`src/bvsel_pkg.sv`:
```
// Package with the map, field layout and defaults of the buck one operating-voltage register.
package bvsel_pkg;

    // Width of the register port address and data.
    localparam int BVSEL_ADDR_W = 8;
    localparam int BVSEL_DATA_W = 8;

    // Offset of the operating-voltage register.
    localparam logic [7:0] BVSEL_OP_OFFSET = 8'h04;

    // Field layout of the operating-voltage register.
    localparam int BVSEL_RSVD_BIT = 7;
    localparam int BVSEL_OUT_SEL_BIT = 6;
    localparam int BVSEL_CODE_MSB = 5;
    localparam int BVSEL_CODE_LSB = 0;
    localparam int BVSEL_CODE_W = 6;
    localparam int BVSEL_RANGE_W = 2;

    // Reset values; the code default is per variant and only a starting point.
    localparam logic [5:0] BVSEL_CODE_RESET = 6'h1c;
    localparam logic BVSEL_OUT_SEL_RESET = 1'b0;

    // Source of the converter output voltage.
    typedef enum logic {
        BVSEL_SRC_OPERATING,
        BVSEL_SRC_SCALING
    } bvsel_src_t;

endpackage

```
`src/bvsel_source_pick.sv`:
```
// Combinational choice of the register that sets the converter output voltage.
`timescale 1ns/1ps
`default_nettype none

module bvsel_source_pick
    import bvsel_pkg::*;
(
    // Control inputs.
    input wire logic output_register_select,
    input wire logic config_strap_pin_b,
    input wire logic buck_one_select_pin,
    // Chosen source.
    output var bvsel_pkg::bvsel_src_t source
);

    // Pick function kept separate so the top registers its result once.
    function automatic bvsel_src_t pick(input logic sel_bit, input logic strap_b,
                                        input logic pin);
        bvsel_src_t result;
        result = BVSEL_SRC_OPERATING;
        if (sel_bit)
        begin
            result = BVSEL_SRC_SCALING;
        end
        else if (!strap_b)
        begin
            // Strap low hands the choice to the external pin.
            result = pin ? BVSEL_SRC_SCALING : BVSEL_SRC_OPERATING;
        end
        else
        begin
            result = BVSEL_SRC_OPERATING;
        end
        return result;
    endfunction

    // Selection follows the inputs with no state of its own.
    always_comb
    begin
        source = pick(output_register_select, config_strap_pin_b, buck_one_select_pin);
    end

endmodule
`default_nettype wire

```
`src/bvsel_top.sv`:
```
// Operating-voltage register of the first step-down converter, with output source selection.
`timescale 1ns/1ps
`default_nettype none

// Overview of operation
// With the select bit at 0 and the pin function off, the output voltage uses this register's code.
// With the select bit at 1, the output voltage uses the companion scaling register's code.
// Software keeps the select bit at 0 whenever the strap pin is low.
// With the strap low and the select bit at 0, the external select pin picks the source register.
// The chosen six-bit code is read through the two-bit span setting of the limit register.
// While the power request is low the voltage code is held at its default.
// Power-on reset restores the register to its defaults, the code default being a variant setting.
// Bit 7 reads as 0 and writes to it are ignored.
module bvsel_top
    import bvsel_pkg::*;
#(
    parameter logic [5:0] CODE_DEFAULT = BVSEL_CODE_RESET
)
(
    // Clock and power-on reset.
    input wire logic mclk,
    input wire logic rst,
    // Register port from the serial control interface.
    input wire logic reg_wr_en,
    input wire logic reg_rd_en,
    input wire logic [bvsel_pkg::BVSEL_ADDR_W-1:0] reg_addr,
    input wire logic [bvsel_pkg::BVSEL_DATA_W-1:0] reg_wdata,
    output logic [bvsel_pkg::BVSEL_DATA_W-1:0] reg_rdata,
    output logic reg_rd_hit,
    // Device pins and companion register contents.
    input wire logic power_request,
    input wire logic config_strap_pin_b,
    input wire logic buck_one_select_pin,
    input wire logic [bvsel_pkg::BVSEL_CODE_W-1:0] buck_one_scaling_voltage,
    input wire logic [bvsel_pkg::BVSEL_RANGE_W-1:0] limit_range,
    // Converter voltage request and dropped-write status flag.
    output logic [bvsel_pkg::BVSEL_CODE_W-1:0] converter_code,
    output logic [bvsel_pkg::BVSEL_RANGE_W-1:0] converter_range,
    output logic converter_uses_scaling,
    output logic write_dropped
);

    import bvsel_pkg::*;

    // The scaling and limit registers live in neighbouring banks; this block sees
    // their contents only as inputs and never writes them.
    // The code-to-voltage table is applied downstream, so the span setting simply
    // travels beside the chosen code and both reach the converter in the same cycle.

    // Stored fields of the operating-voltage register.
    logic [BVSEL_CODE_W-1:0] code_reg;
    logic [BVSEL_CODE_W-1:0] code_next;
    logic out_sel_reg;

    // Register port outputs and converter outputs.
    logic [BVSEL_DATA_W-1:0] rdata_reg;
    logic rd_hit_reg;
    logic [BVSEL_CODE_W-1:0] conv_code_reg;
    logic [BVSEL_RANGE_W-1:0] conv_range_reg;
    logic uses_scaling_reg;
    logic dropped_reg;

    // Decoded access strobes and selection result.
    logic addr_hit;
    logic wr_hit;
    bvsel_src_t source;
    // Next values of the converter request.
    logic [BVSEL_CODE_W-1:0] conv_code_next;
    logic uses_scaling_next;

    // Address decode is shared by reads and writes.
    function automatic logic is_op_addr(input logic [BVSEL_ADDR_W-1:0] addr);
        return addr == BVSEL_OP_OFFSET;
    endfunction

    // Assemble the read view; bit 7 always reads as zero.
    function automatic logic [BVSEL_DATA_W-1:0] read_view(input logic sel_bit,
                                                          input logic [BVSEL_CODE_W-1:0] code);
        logic [BVSEL_DATA_W-1:0] view;
        view = 8'h00;
        view[BVSEL_OUT_SEL_BIT] = sel_bit;
        view[BVSEL_CODE_MSB:BVSEL_CODE_LSB] = code;
        view[BVSEL_RSVD_BIT] = 1'b0;
        return view;
    endfunction

    // Strobes for this register only; other addresses belong to other banks.
    always_comb
    begin
        addr_hit = is_op_addr(reg_addr);
        wr_hit = reg_wr_en && addr_hit;
    end

    // Next voltage code.
    // The power request override sits above software writes, so a write made while
    // the request is low is lost rather than applied later when the request returns.
    always_comb
    begin
        code_next = code_reg;
        if (!power_request)
        begin
            code_next = CODE_DEFAULT;
        end
        else if (wr_hit)
        begin
            code_next = reg_wdata[BVSEL_CODE_MSB:BVSEL_CODE_LSB];
        end
    end

    // Voltage code field.
    always_ff @(posedge mclk)
    begin
        if (rst)
        begin
            code_reg <= CODE_DEFAULT;
        end
        else
        begin
            code_reg <= code_next;
        end
    end

    // Select bit; only the code follows the power request, this bit keeps its value.
    // Software is expected to leave it at 0 while the strap is low; the hardware
    // still honours a 1, which then overrides the external pin.
    always_ff @(posedge mclk)
    begin
        if (rst)
        begin
            out_sel_reg <= BVSEL_OUT_SEL_RESET;
        end
        else if (wr_hit)
        begin
            out_sel_reg <= reg_wdata[BVSEL_OUT_SEL_BIT];
        end
    end

    // Flags a code write that the low power request overrode, for one cycle.
    // Status only: nothing inside the block acts on it.
    always_ff @(posedge mclk)
    begin
        if (rst)
        begin
            dropped_reg <= 1'b0;
        end
        else
        begin
            dropped_reg <= wr_hit && !power_request;
        end
    end

    // Read data is captured one cycle after the request; misses read as zero.
    // A read and a write in the same cycle return the contents from before the write.
    always_ff @(posedge mclk)
    begin
        if (rst)
        begin
            rdata_reg <= 8'h00;
            rd_hit_reg <= 1'b0;
        end
        else if (reg_rd_en)
        begin
            rdata_reg <= addr_hit ? read_view(out_sel_reg, code_reg) : 8'h00;
            rd_hit_reg <= addr_hit;
        end
        else
        begin
            rd_hit_reg <= 1'b0;
        end
    end

    // Source choice between this register and the scaling register.
    bvsel_source_pick u_pick (
        .output_register_select(out_sel_reg),
        .config_strap_pin_b(config_strap_pin_b),
        .buck_one_select_pin(buck_one_select_pin),
        .source(source)
    );

    // Next converter request; the scaling register wins whenever the pick says so.
    always_comb
    begin
        conv_code_next = code_reg;
        uses_scaling_next = 1'b0;
        case (source)
            BVSEL_SRC_SCALING:
            begin
                conv_code_next = buck_one_scaling_voltage;
                uses_scaling_next = 1'b1;
            end
            default:
            begin
                conv_code_next = code_reg;
                uses_scaling_next = 1'b0;
            end
        endcase
    end

    // Converter request, registered so glitches on the pins never reach the loop.
    always_ff @(posedge mclk)
    begin
        if (rst)
        begin
            conv_code_reg <= CODE_DEFAULT;
            conv_range_reg <= '0;
            uses_scaling_reg <= 1'b0;
        end
        else
        begin
            conv_code_reg <= conv_code_next;
            uses_scaling_reg <= uses_scaling_next;
            conv_range_reg <= limit_range;
        end
    end

    // Outputs straight from flip-flops.
    assign reg_rdata = rdata_reg;
    assign reg_rd_hit = rd_hit_reg;
    assign converter_code = conv_code_reg;
    assign converter_range = conv_range_reg;
    assign converter_uses_scaling = uses_scaling_reg;
    assign write_dropped = dropped_reg;

endmodule
`default_nettype wire

```
`config.mk`:
```
export PLATFORM = sky130hd
export DESIGN_NAME = bvsel_top
export DESIGN_NICKNAME = d
export VERILOG_FILES = /design/src/bvsel_pkg.sv /design/src/bvsel_source_pick.sv /design/src/bvsel_top.sv
export SDC_FILE = /design/constraint.sdc
export NUM_CORES = 1
export LEC_CHECK = 0
export BUFFER_PORTS_ARGS = -buffer_cell sky130_fd_sc_hd__buf_2
export CAP_MARGIN = 5
export CORE_MARGIN = 1
export CORE_UTILIZATION = 48
export CTS_CLUSTER_SIZE = 25
export DETAILED_ROUTE_END_ITERATION = 16
export PLACE_DENSITY = 0.86
export SLEW_MARGIN = 25
export SYNTH_ARGS = -nofsm -noshare
export SYNTH_HDL_FRONTEND = slang
export SYNTH_SLANG_ARGS = --single-unit
```
`constraint.sdc`:
```
create_clock -name mclk -period 2.7 [get_ports mclk]
set_input_delay 0.54 -clock mclk [delete_from_list [all_inputs] [get_ports mclk]]
set_output_delay 0.54 -clock mclk [all_outputs]
set_load 0.01 [all_outputs]
```
# Word-level counts from Yosys, hierarchy flattened
# Index checks and enable logic that the tools add are counted.
# classes
div	0
n_reduce_logical	5
n_bitwise	2
add_sub_neg	0
n_mul	0
order_cmp	0
mux	6
n_eq_ne	1
shifts	0
# op_table
cell	n
$eq A8 B3 Y1 const B	1
$mux W7	1
$mux W6	1
$mux W1	4
$reduce_or A2 Y1	2
$logic_and A1 B1 Y1	2
$not A1 Y1	2
$logic_not A1 Y1	1
# totals
romBits	0
output_inout_bits	19
mem_count	0
regBits	26
in_bits	31
latchBits	0
elab_cells	22
ramBits	0

# Logic depth before layout (Yosys ltp)
# Gate-level depths: netlist of run 1.
# logic_depth
depth_word	4
ltp_mapped	4
depth_no_buf	3

# By module
# A second synthesis of run 1 with hierarchy kept.
# hier_totals
hier_cells	102
area_unflattened_um2	1042.2
# modules_own_cells
module	seq_area_each_um2	n_inst	cells_per_inst	area_per_inst_um2
bvsel_top	500.5	1	100	1031.0
bvsel_source_pick	0.0	1	2	11.3

# Least setup slack after synthesis of run 1
# Ideal clock, no wire load.
# synth_timing
kind	input-to-reg
startpoint	in reg_addr[3] (netlist name)
endpoint	reg code_reg[1]
required_ns	2.572
arrival_ns	1.318
cell_stages	4
setup_ns	0.128
n_path_buf	1
path_slack_ns	1.254
cell_sequence	nor4b_4 > buf_4 > a311o_1 > o31ai_2
# synth_via
elab_chain_len	2
# synth_lines
item	line	source
from (decl)	bvsel_top.sv:26	input wire logic [bvsel_pkg::BVSEL_ADDR_W-1:0] reg_addr,
$eq A8 B3 Y1	bvsel_top.sv:73	return addr == BVSEL_OP_OFFSET;
$logic_and A1 B1 Y1	bvsel_top.sv:91	wr_hit = reg_wr_en && addr_hit;
to (signal assigned)	bvsel_top.sv:119	code_reg <= code_next;
to (decl)	bvsel_top.sv:51	logic [BVSEL_CODE_W-1:0] code_reg;
# No other way between the ends.
# A chain may end at the register's enable or synchronous reset.

# Final worst setup path of run 1
# layout_timing
startpoint	in reg_addr[3] (netlist name)
endpoint	reg code_reg[5]
# The elaborated chain is that of the path after synthesis.

==> out/results.md, run 1 <==
Status
• **status** completed

Power
• **power spent charging and discharging nets** 131 uW
• **Max rail drop VDD** 0.217 mV
• **post-layout power** 591 uW
• **switching part of the total power** 0.222
• **cell internal pwr** 460 uW
• **power density relative to cell area** 455 nW/um^2
• **Logic pwr share** 0.104
• **sequential group share of total power** 0.635
• **total leakage power** 0.000577 uW
• **portion of total power attributed to the clock network** 0.261

Run
• **max-cap check violation count** 0

STA
• **Tightest Pin Transition** 658 ps
• **setup repair after global routing missed its margin** no
• **Max Fclk** 639 MHz
• **Setup Skew** 3.80 ps
• **Final setup violation count** 0
• **total negative setup slack** 0 ps
• **worst slew margin relative to its limit** 0.558
• **crit path time final** 1560 ps
• **Pins Over Slew Limit** 0
• **final hold violation count** 0
• **part of the cycle the worst path needs** 0.579

Finish
• **share of post-route cells with drive strength above 1** 0.385
• **fill count** 186
• **number of nets in the final layout** 180
• **P&R area growth vs syn** 23.4%
• **antenna diode count** 0
• **most common cell after layout, fill and taps aside** buf_2
• **final standard cell area without fillers** 1300 sq um
• **most used cells in the layout excluding fill and tap cells** buf_2 (47), dfxtp_1 (25), nand2b_1 (10), a21oi_1 (10), nor2_1 (8)
• **max reg flops** 7

Placed design
• **last weighted congestion value of the routability-driven placer** 0.776
• **port buffer count** 47
• **cell area after placement** 1270 sq um
• **DP HPWL** 1.57 mm

Worst setup path
• **critical path start-end classification** in2reg
• **largest driver fanout on the critical path** 12
• **nature of the critical path startpoint** primary input
• **Req. time, crit path** 2920 ps
• **WP data arrival** 1780 ps
• **Crit. End Element** register

Logic synthesis
• **proportion of synthesized chip area in sequential cells** 0.475
• **number of storage elements in the synthesis netlist** 25
• **syn_area_per_cell** 9.94 sq um
• **cell taking the most area after synthesis** dfxtp_1
• **nets in the synthesized netlist** 137
• **number of warnings reported in the yosys synthesis log** 0
• **summed instance area of the synthesized netlist** 1050 sq um
• **number of cells produced by synthesis** 106
• **Area contributors post-synth** dfxtp_1 (48%), nand2b_1 (5.9%), a21oi_1 (4.8%), nand4_1 (4.2%), mux2i_1 (3.8%)
• **portion of synthesized cell area occupied by the leading cell type** 0.475
• **number of distinct library cells after synthesis** 23

Drt
• **post-detailed-route count of antenna-violating nets** 0
• **First DRT Iteration DRCs** 15
• **wire length per cell after detailed routing** 11.5 um
• **sum of routed wire length over all layers** 2.02 mm
• **post-DR vias/cell** 5.06
• **vias post-DR** 886
• **detailed-route DRC error count** 0
• **detailed-router iteration count before antenna repair** 4

Floorplan
• **Placement Rows** 16
• **Die Outline Area** 2390 sq um
• **area of the core region** 2020 sq um
• **Initial Utilization** 0.521
• **width of the die** 48.9 um
• **I/O pins** 50
• **Die H** 48.9 um

Clock tree
• **post-CTS sizing** 0
• **TritonCTS buffer count** 3
• **worst-case clock buffer depth** 2
• **H-tree levels** 1
• **clock sink count** 25
• **TritonCTS clock tree** built
• **Post-CTS Hold Buffers** 0
• **clock transition at the register clock pins on the worst setup and hold paths after CTS** 120 ps
• **clock latency of the later-clocked register in the worst-skew pair** 300 ps
• **clock root buffer** clkbuf_4
• **total setup buffers inserted after CTS** 0

GRT
• **total gr overflow** 0
• **number of antenna violations at the first check in global routing** 0
• **largest net degree at the start of global routing** 22
• **global-route total usage across every layer** 0.174
• **vias in the first global route** 785
• **first-pass GRT wire length** 3.33 mm

Worst hold path
• **type of the worst min-delay path** in2reg

## power groups by stage
| stage | logic, uW | registers, uW | clock network (uW) |
|---|---|---|---|
| after global routing | 67.7 | 376 | 175 |
| after detailed placement | 62.1 | 384 | 0 |
| after CTS | 62.2 | 375 | 159 |
| final | 61.6 | 375 | 154 |
| after floorplan | 28.6 | 387 | 0 |
| after global placement | 59.9 | 383 | 0 |
## synthesized netlist by cell type (all sizes together)
library cell and n:
a211o 3, a21oi 10, a311o 3, and4b 1, buf 3, clkbuf 6
conb 1, dfxtp 25, inv 6, mux2i 4, nand2b 10, nand3 1
nand4 7, nor2 8, nor2b 3, nor3 1, nor4 1, nor4b 1
o21a 3, o21ai 3, o31ai 3, or3 3
## through the flow
step	util	instances	setup slack (ps)	hold slack, ps
global route	0.643	175	1070	399
CTS	0.643	175	1140	403
detailed placement	0.630	171	832	458
floorplan	-	106	1250	460
finish	0.643	175	1140	411
global placement	0.630	171	890	456
## kinds of logic after synthesis
kind of cell,share of synthesized area
flip-flops,0.475
multiplexers,0.0380
AO/OA/AOI/OAI,0.172
other,0.00356
AND/OR/NAND/NOR,0.243
buffers and inverters,0.0677
## worst max-delay path, stage by stage
cell	delay [ps]
buf_2	110
nor4b_4	620
nand3_4	270
o31ai_2	230
## final cells by class
type / count / area [sq um] / share of cell area
flip-flops and latches: 25 / 500 / 0.385
well taps: 27 / 33.8 / 0.0260
multi-input cells: 66 / 482 / 0.371
repair buffers: 47 / 235 / 0.181
clock buffers: 4 / 26.3 / 0.0202
inverters: 6 / 22.5 / 0.0173
## routing by layer
layer	share of wire	global-route usage	wire length, um
met5	0	0	0
met3	0.048	0.0187	96
met2	0.52	0.336	1060
met4	0.0064	0.0294	13
met1	0.42	0.206	854
## worst paths after layout
path	from	endpoint	slack, ps	cells after the start
max	reg_addr[3]	code_reg[5]	1140	4
min	power_request	write_dropped	410	2
max reg2reg	out_sel_reg	converter_code[4]	1560	2
min reg2reg	reg_rdata[0]	reg_rdata[0]	480	2
Power figures use the tool's default switching activity.
==> inputs of run 2 (changes only) <==
- ABC_AREA: not set -> 1
- CORE_UTILIZATION: 48 -> 39
- PLACE_DENSITY: 0.86 -> 0.77
- clock period: 2.7 -> 1.3 ns (I/O delays scaled with it)
==> run 2 against run 1 <==
- sequential power grew 110%
- total power grew 110%
- global-route usage grew 0.34 points
- critical endpoint is now reg_rdata[3]
- wire length grew 5.9%
- non-clock buffer count grew 1
- sequential share of layout area grew 2.1 points
- first-iteration DRC count grew 13%
- synthesized cell count grew 16%
==> out/results.md, run 2 <==
Logic synthesis
• **most used flip-flop cell after synthesis** dfxtp_1
• **number of flops mapped to enable cells by yosys** 0
• **number of storage elements in the synthesis netlist** 25
• **post-synthesis mux area share** 0
• **synthesized-area fraction occupied by and/or/nand/nor cells** 0.348
• **nets in the synthesized netlist** 154
• **xor and xnor area share after synthesis** 0
• **Area contributors post-synth** dfxtp_1 (52%), nand3_1 (10%), nand2_1 (7.8%), nor2_1 (7.0%), inv_1 (4.7%)
• **proportion of synthesized chip area in sequential cells** 0.517
• **synthesized-area fraction occupied by adder cells** 0
• **number of warnings reported in the yosys synthesis log** 0
• **number of cells produced by synthesis** 123
• **portion of synthesized cell area occupied by the leading cell type** 0.517
• **most numerous cell in the Yosys netlist** dfxtp_1
• **summed instance area of the synthesized netlist** 967 sq um
• **async set-or-reset flop fraction in the synthesized netlist** 0
• **top cells by instance count after synthesis** dfxtp_1 (25), nand2_1 (20), nand3_1 (20)
• **combinational family with the most area after synthesis** simple AND/OR/NAND/NOR gates
• **number of distinct library cells after synthesis** 18
• **compound-cell area share of the yosys netlist** 0.0453
• **syn_area_per_cell** 7.86 sq um
• **cell taking the most area after synthesis** dfxtp_1

Placed design
• **cell area after placement** 1210 sq um
• **DP HPWL** 1.68 mm
• **last weighted congestion value of the routability-driven placer** 0.756
• **port buffer count** 47
• **Worst Setup Slack post-DPL** 66.2 ps

Drt
• **wire length per cell after detailed routing** 10.9 um
• **detailed-route DRC error count** 0
• **detailed-router iteration count before antenna repair** 4
• **sum of routed wire length over all layers** 2.14 mm
• **First DRT Iteration DRCs** 17
• **vias post-DR** 939
• **post-DR vias/cell** 4.77
• **post-detailed-route count of antenna-violating nets** 0

STA
• **Max Fclk** 943 MHz
• **post-route setup slack** 239 ps
• **Final setup violation count** 0
• **final hold violation count** 0
• **crit path time final** 1060 ps
• **total negative setup slack** 0 ps
• **part of the cycle the worst path needs** 0.816
• **Pins Over Slew Limit** 0
• **Worst Hold Margin** 115 ps
• **Setup Skew** 4.31 ps
• **setup repair after global routing missed its margin** no

Floorplan
• **I/O pins** 50
• **Placement Rows** 17
• **Die H** 51.8 um
• **Die Outline Area** 2680 sq um
• **width of the die** 51.8 um
• **area of the core region** 2280 sq um
• **Initial Utilization** 0.425

Finish
• **fill count** 221
• **antenna diode count** 0
• **number of nets in the final layout** 201
• **share of post-route cells with drive strength above 1** 0.331
• **FF/Latch Area** 500 sq um
• **multi-input gate area in the final layout** 384 sq um
• **most used cells in the layout excluding fill and tap cells** buf_2 (47), dfxtp_1 (25), nand3_1 (20), nand2_1 (20), nor2_1 (18)
• **final standard cell area without fillers** 1230 sq um
• **max reg flops** 7
• **most common cell after layout, fill and taps aside** buf_2
• **P&R area growth vs syn** 27.6%

Clock tree
• **clock transition at the register clock pins on the worst setup and hold paths after CTS** 130 ps
• **clock latency of the later-clocked register in the worst-skew pair** 310 ps
• **total setup buffers inserted after CTS** 0
• **clock sink count** 25
• **Post-CTS Hold Buffers** 0
• **post-CTS sizing** 0
• **TritonCTS clock tree** built
• **worst-case clock buffer depth** 2
• **H-tree levels** 1
• **TritonCTS buffer count** 3
• **clock root buffer** clkbuf_4

Power
• **power density relative to cell area** 1010 nW/um^2
• **post-layout power** 1250 uW
• **total leakage power** 0.000681 uW
• **Max rail drop VDD** 0.505 mV

Status
• **status** completed

Worst setup path
• **crit-path cells** buf_2
• **WP data arrival** 800 ps
• **largest driver fanout on the critical path** 2
• **nature of the critical path startpoint** register
• **crit-path leading delay family** flip-flops
• **Crit. End Element** output pin
• **Req. time, crit path** 1040 ps
• **critical path start-end classification** reg2out
• **WP buf/inv** 1
• **delay of the slowest critical-path stage** 360 ps
• **worst-path cell with the longest stage delay** dfxtp_1

GRT
• **number of antenna violations at the first check in global routing** 0
• **vias in the first global route** 871
• **total gr overflow** 0
• **largest net degree at the start of global routing** 20
• **first-pass GRT wire length** 3.53 mm
• **global-route total usage across every layer** 0.177

Worst hold path
• **type of the worst min-delay path** in2reg

Run
• **max-cap check violation count** 0

[run 2: cell types whose count changed after synthesis, moves of 4 or more]
| cell | before | now |
|---|---|---|
| a21oi_1 | 10 | 4 |
| clkbuf_1 | 6 | 1 |
| inv_1 | 6 | 12 |
| mux2i_1 | 4 | 0 |
| nand2_1 | 0 | 20 |
| nand2b_1 | 10 | 0 |
| nand3_1 | 0 | 20 |
| nor2_1 | 8 | 18 |
[run 2: through the flow]
stage,utilization,instances
after floorplan,-,123
after global placement,0.531,193
after detailed placement,0.531,193
after CTS,0.542,197
after global routing,0.542,197
final,0.542,197
[run 2: logic make-up (layout without fill, tap and decap cells)]
logic type	after synthesis	in the layout
compound gates	8	8
buf+inv	18	64
other cells	1	1
flops	25	25
simple gates	71	71
[run 2: metal layers]
metal  up-vias  global-route usage  routed length, um
met5         -                   0                  0
met4         0              0.0811                  7
met3         2              0.0409                121
met2        28               0.316               1090
met1       421               0.197                920
li1        488                   -                  -
[run 2: worst paths after layout]
kind                                     from                 to  slack [ps]  cells after the start
worst max-delay path             reg_rdata[3]       reg_rdata[3]         240                      1
worst max register to register    out_sel_reg  converter_code[0]         240                      4
worst min register to register   reg_rdata[1]       reg_rdata[1]         480                      2
worst min-delay path            power_request      write_dropped         120                      2
[run 2: area by class of cell]
class | instances | share of cell area
Sequential cell | 25 | 0.406
Multi-Input combinational cell | 80 | 0.311
Timing Repair Buffer | 48 | 0.197
Inverter | 12 | 0.0365
Tap cell | 28 | 0.0284
Clock buffer | 4 | 0.0213
[run 2: power by group]
group	switching, uW	leakage, uW	internal, uW
Clock	217	0.0000150	120
Sequential	2.73	0.000203	778
Combinational	73.9	0.000462	55.6
Total	294	0.000681	954
==> inputs of run 3 (changes only) <==
- clock period: 1.3 -> 0.95 ns (I/O delays scaled with it)
==> run 3 against run 2 <==
- the run now ends with negative setup slack left
- register-to-register slack got worse by 170 ps
- sequential power rose by 37%
- final area rose by 11%
- global-route usage rose by 0.31 points
- first-iteration DRC count rose by 24%
- non-clock buffer count rose by 7
- die area did not move
- count of clock-buffer cells in the layout did not move
- clock power rose by 38%
- clock skew fell by 0.98 ps
- hold slack got worse by 67 ps
- flip-flop and latch count did not move
- critical path type unchanged
- largest cell class unchanged
==> out/results.md, run 3 (synthesis gave the netlist of run 2 again) <==
STA
• **part of the cycle the worst path needs** 1.01
• **setup repair after global routing missed its margin** yes
• **Pins Over Slew Limit** 0
• **Max Fclk** 1040 MHz
• **crit path time final** 959 ps
• **final hold violation count** 0
• **total negative setup slack** -36.3 ps
• **post-route setup slack** -8.81 ps
• **Setup Skew** 3.33 ps
• **Final setup violation count** 7

Drt
• **wire length per cell after detailed routing** 10.8 um
• **post-DR vias/cell** 4.85
• **vias post-DR** 990
• **sum of routed wire length over all layers** 2.21 mm
• **detailed-route DRC error count** 0
• **post-detailed-route count of antenna-violating nets** 0
• **detailed-router iteration count before antenna repair** 4
• **First DRT Iteration DRCs** 21

Worst setup path
• **WP buf/inv** 1
• **flop-to-flop setup slack** 70 ps
• **WP data arrival** 770 ps
• **worst-path cell with the longest stage delay** dfxtp_2
• **delay of the slowest critical-path stage** 350 ps
• **launch point of the worst path** reg_rdata[0]
• **Req. time, crit path** 760 ps
• **Crit. End Element** output pin
• **endpoint of the lowest-slack register-to-register path** converter_code[1]
• **largest driver fanout on the critical path** 2
• **nature of the critical path startpoint** register
• **crit-path leading delay family** flip-flops
• **cells on worst reg2reg path** 4
• **crit-path cells** buf_6
• **critical path start-end classification** reg2out
• **worst r2r src** out_sel_reg

Finish
• **most used cells in the layout excluding fill and tap cells** buf_2 (39), nand3_1 (20), nand2_1 (20), nor2_1 (18), dfxtp_1 (16)
• **P&R area growth vs syn** 41.9%
• **share of post-route cells with drive strength above 1** 0.409
• **final standard cell area without fillers** 1370 sq um
• **fill count** 196
• **antenna diode count** 0
• **most common cell after layout, fill and taps aside** buf_2
• **max reg flops** 7
• **number of nets in the final layout** 208

Floorplan
• **Placement Rows** 17
• **Initial Utilization** 0.425
• **Die Outline Area** 2680 sq um
• **width of the die** 51.8 um
• **I/O pins** 50
• **Die H** 51.8 um
• **area of the core region** 2280 sq um

GRT
• **vias in the first global route** 914
• **number of antenna violations at the first check in global routing** 0
• **total gr overflow** 0
• **global-route total usage across every layer** 0.180
• **largest net degree at the start of global routing** 19
• **first-pass GRT wire length** 3.62 mm

Status
• **status** finished, violations left
• **violations in the final reports** negative setup slack

Run
• **max-cap check violation count** 0

Clock tree
• **Post-CTS Hold Buffers** 0
• **H-tree levels** 1
• **clock latency of the later-clocked register in the worst-skew pair** 300 ps
• **clock transition at the register clock pins on the worst setup and hold paths after CTS** 130 ps
• **TritonCTS clock tree** built
• **TritonCTS buffer count** 3
• **clock sink count** 25
• **clock root buffer** clkbuf_4
• **worst-case clock buffer depth** 2

Worst hold path
• **hold path depth** 2
• **hold path startpoint** power_request
• **WHS Endpoint** write_dropped
• **type of the worst min-delay path** in2reg

Placed design
• **DP HPWL** 1.71 mm
• **last weighted congestion value of the routability-driven placer** 0.770
• **port buffer count** 47
• **cell area after placement** 1260 sq um

Power
• **post-layout power** 1730 uW
• **power density relative to cell area** 1260 nW/um^2
• **Max rail drop VDD** 0.655 mV
• **total leakage power** 0.000733 uW

==> run 3: power by group <==
group	internal [uW]	switching, uW
Combinational	90.9	104
Clock	164	301
Sequential	1070	4.04
==> run 3: per-layer routing <==
metal	routed length, um	global-route usage
met1	929	0.214
met2	1080	0.316
met3	161	0.0292
met4	40	0.0811
met5	0	0
==> run 3: how the worst max path moves through the flow <==
| stage | endpoint | slack, ps | cells after the start |
|---|---|---|---|
| final | reg_rdata[0] | -9 | 1 |
| after global routing | converter_code[3] | -40 | 1 |
| after CTS | reg_rdata[5] | -20 | 1 |
| after detailed placement | out_sel_reg | -150 | 7 |
| after global placement | code_reg[0] | -110 | 7 |
| after floorplan | code_reg[2] | 50 | 6 |
==> run 3: per-stage QoR <==
| step | setup WS (ps) | hold WS (ps) | util | std cells |
|---|---|---|---|---|
| 2_1_floorplan | 51.4 | 261 | - | 123 |
| 3_3_place_gp | -106 | 376 | 0.555 | 197 |
| 3_5_place_dp | -151 | 380 | 0.555 | 197 |
| 4_1_cts | -17.6 | 37.7 | 0.596 | 203 |
| 5_1_grt | -44.7 | 33.8 | 0.603 | 204 |
| 6_report | -8.81 | 47.8 | 0.603 | 204 |
==> run 3: repair_timing <==
action / CTS / global route
resized for setup: 14 / 3
endpoints found under the setup margin: 15 / 19
pin swaps: 0 / 0
buffers inserted: 2 / 1
cloned: 0 / 0
==> run 3: final cells by class <==
cell class | count | area (sq um) | share of cell area
clock buffer | 4 | 26.3 | 0.0191
inverter | 12 | 45.0 | 0.0328
multi-input combinational | 80 | 384 | 0.280
sequential | 25 | 512 | 0.373
tap | 28 | 35.0 | 0.0255
timing repair buffer | 55 | 370 | 0.270
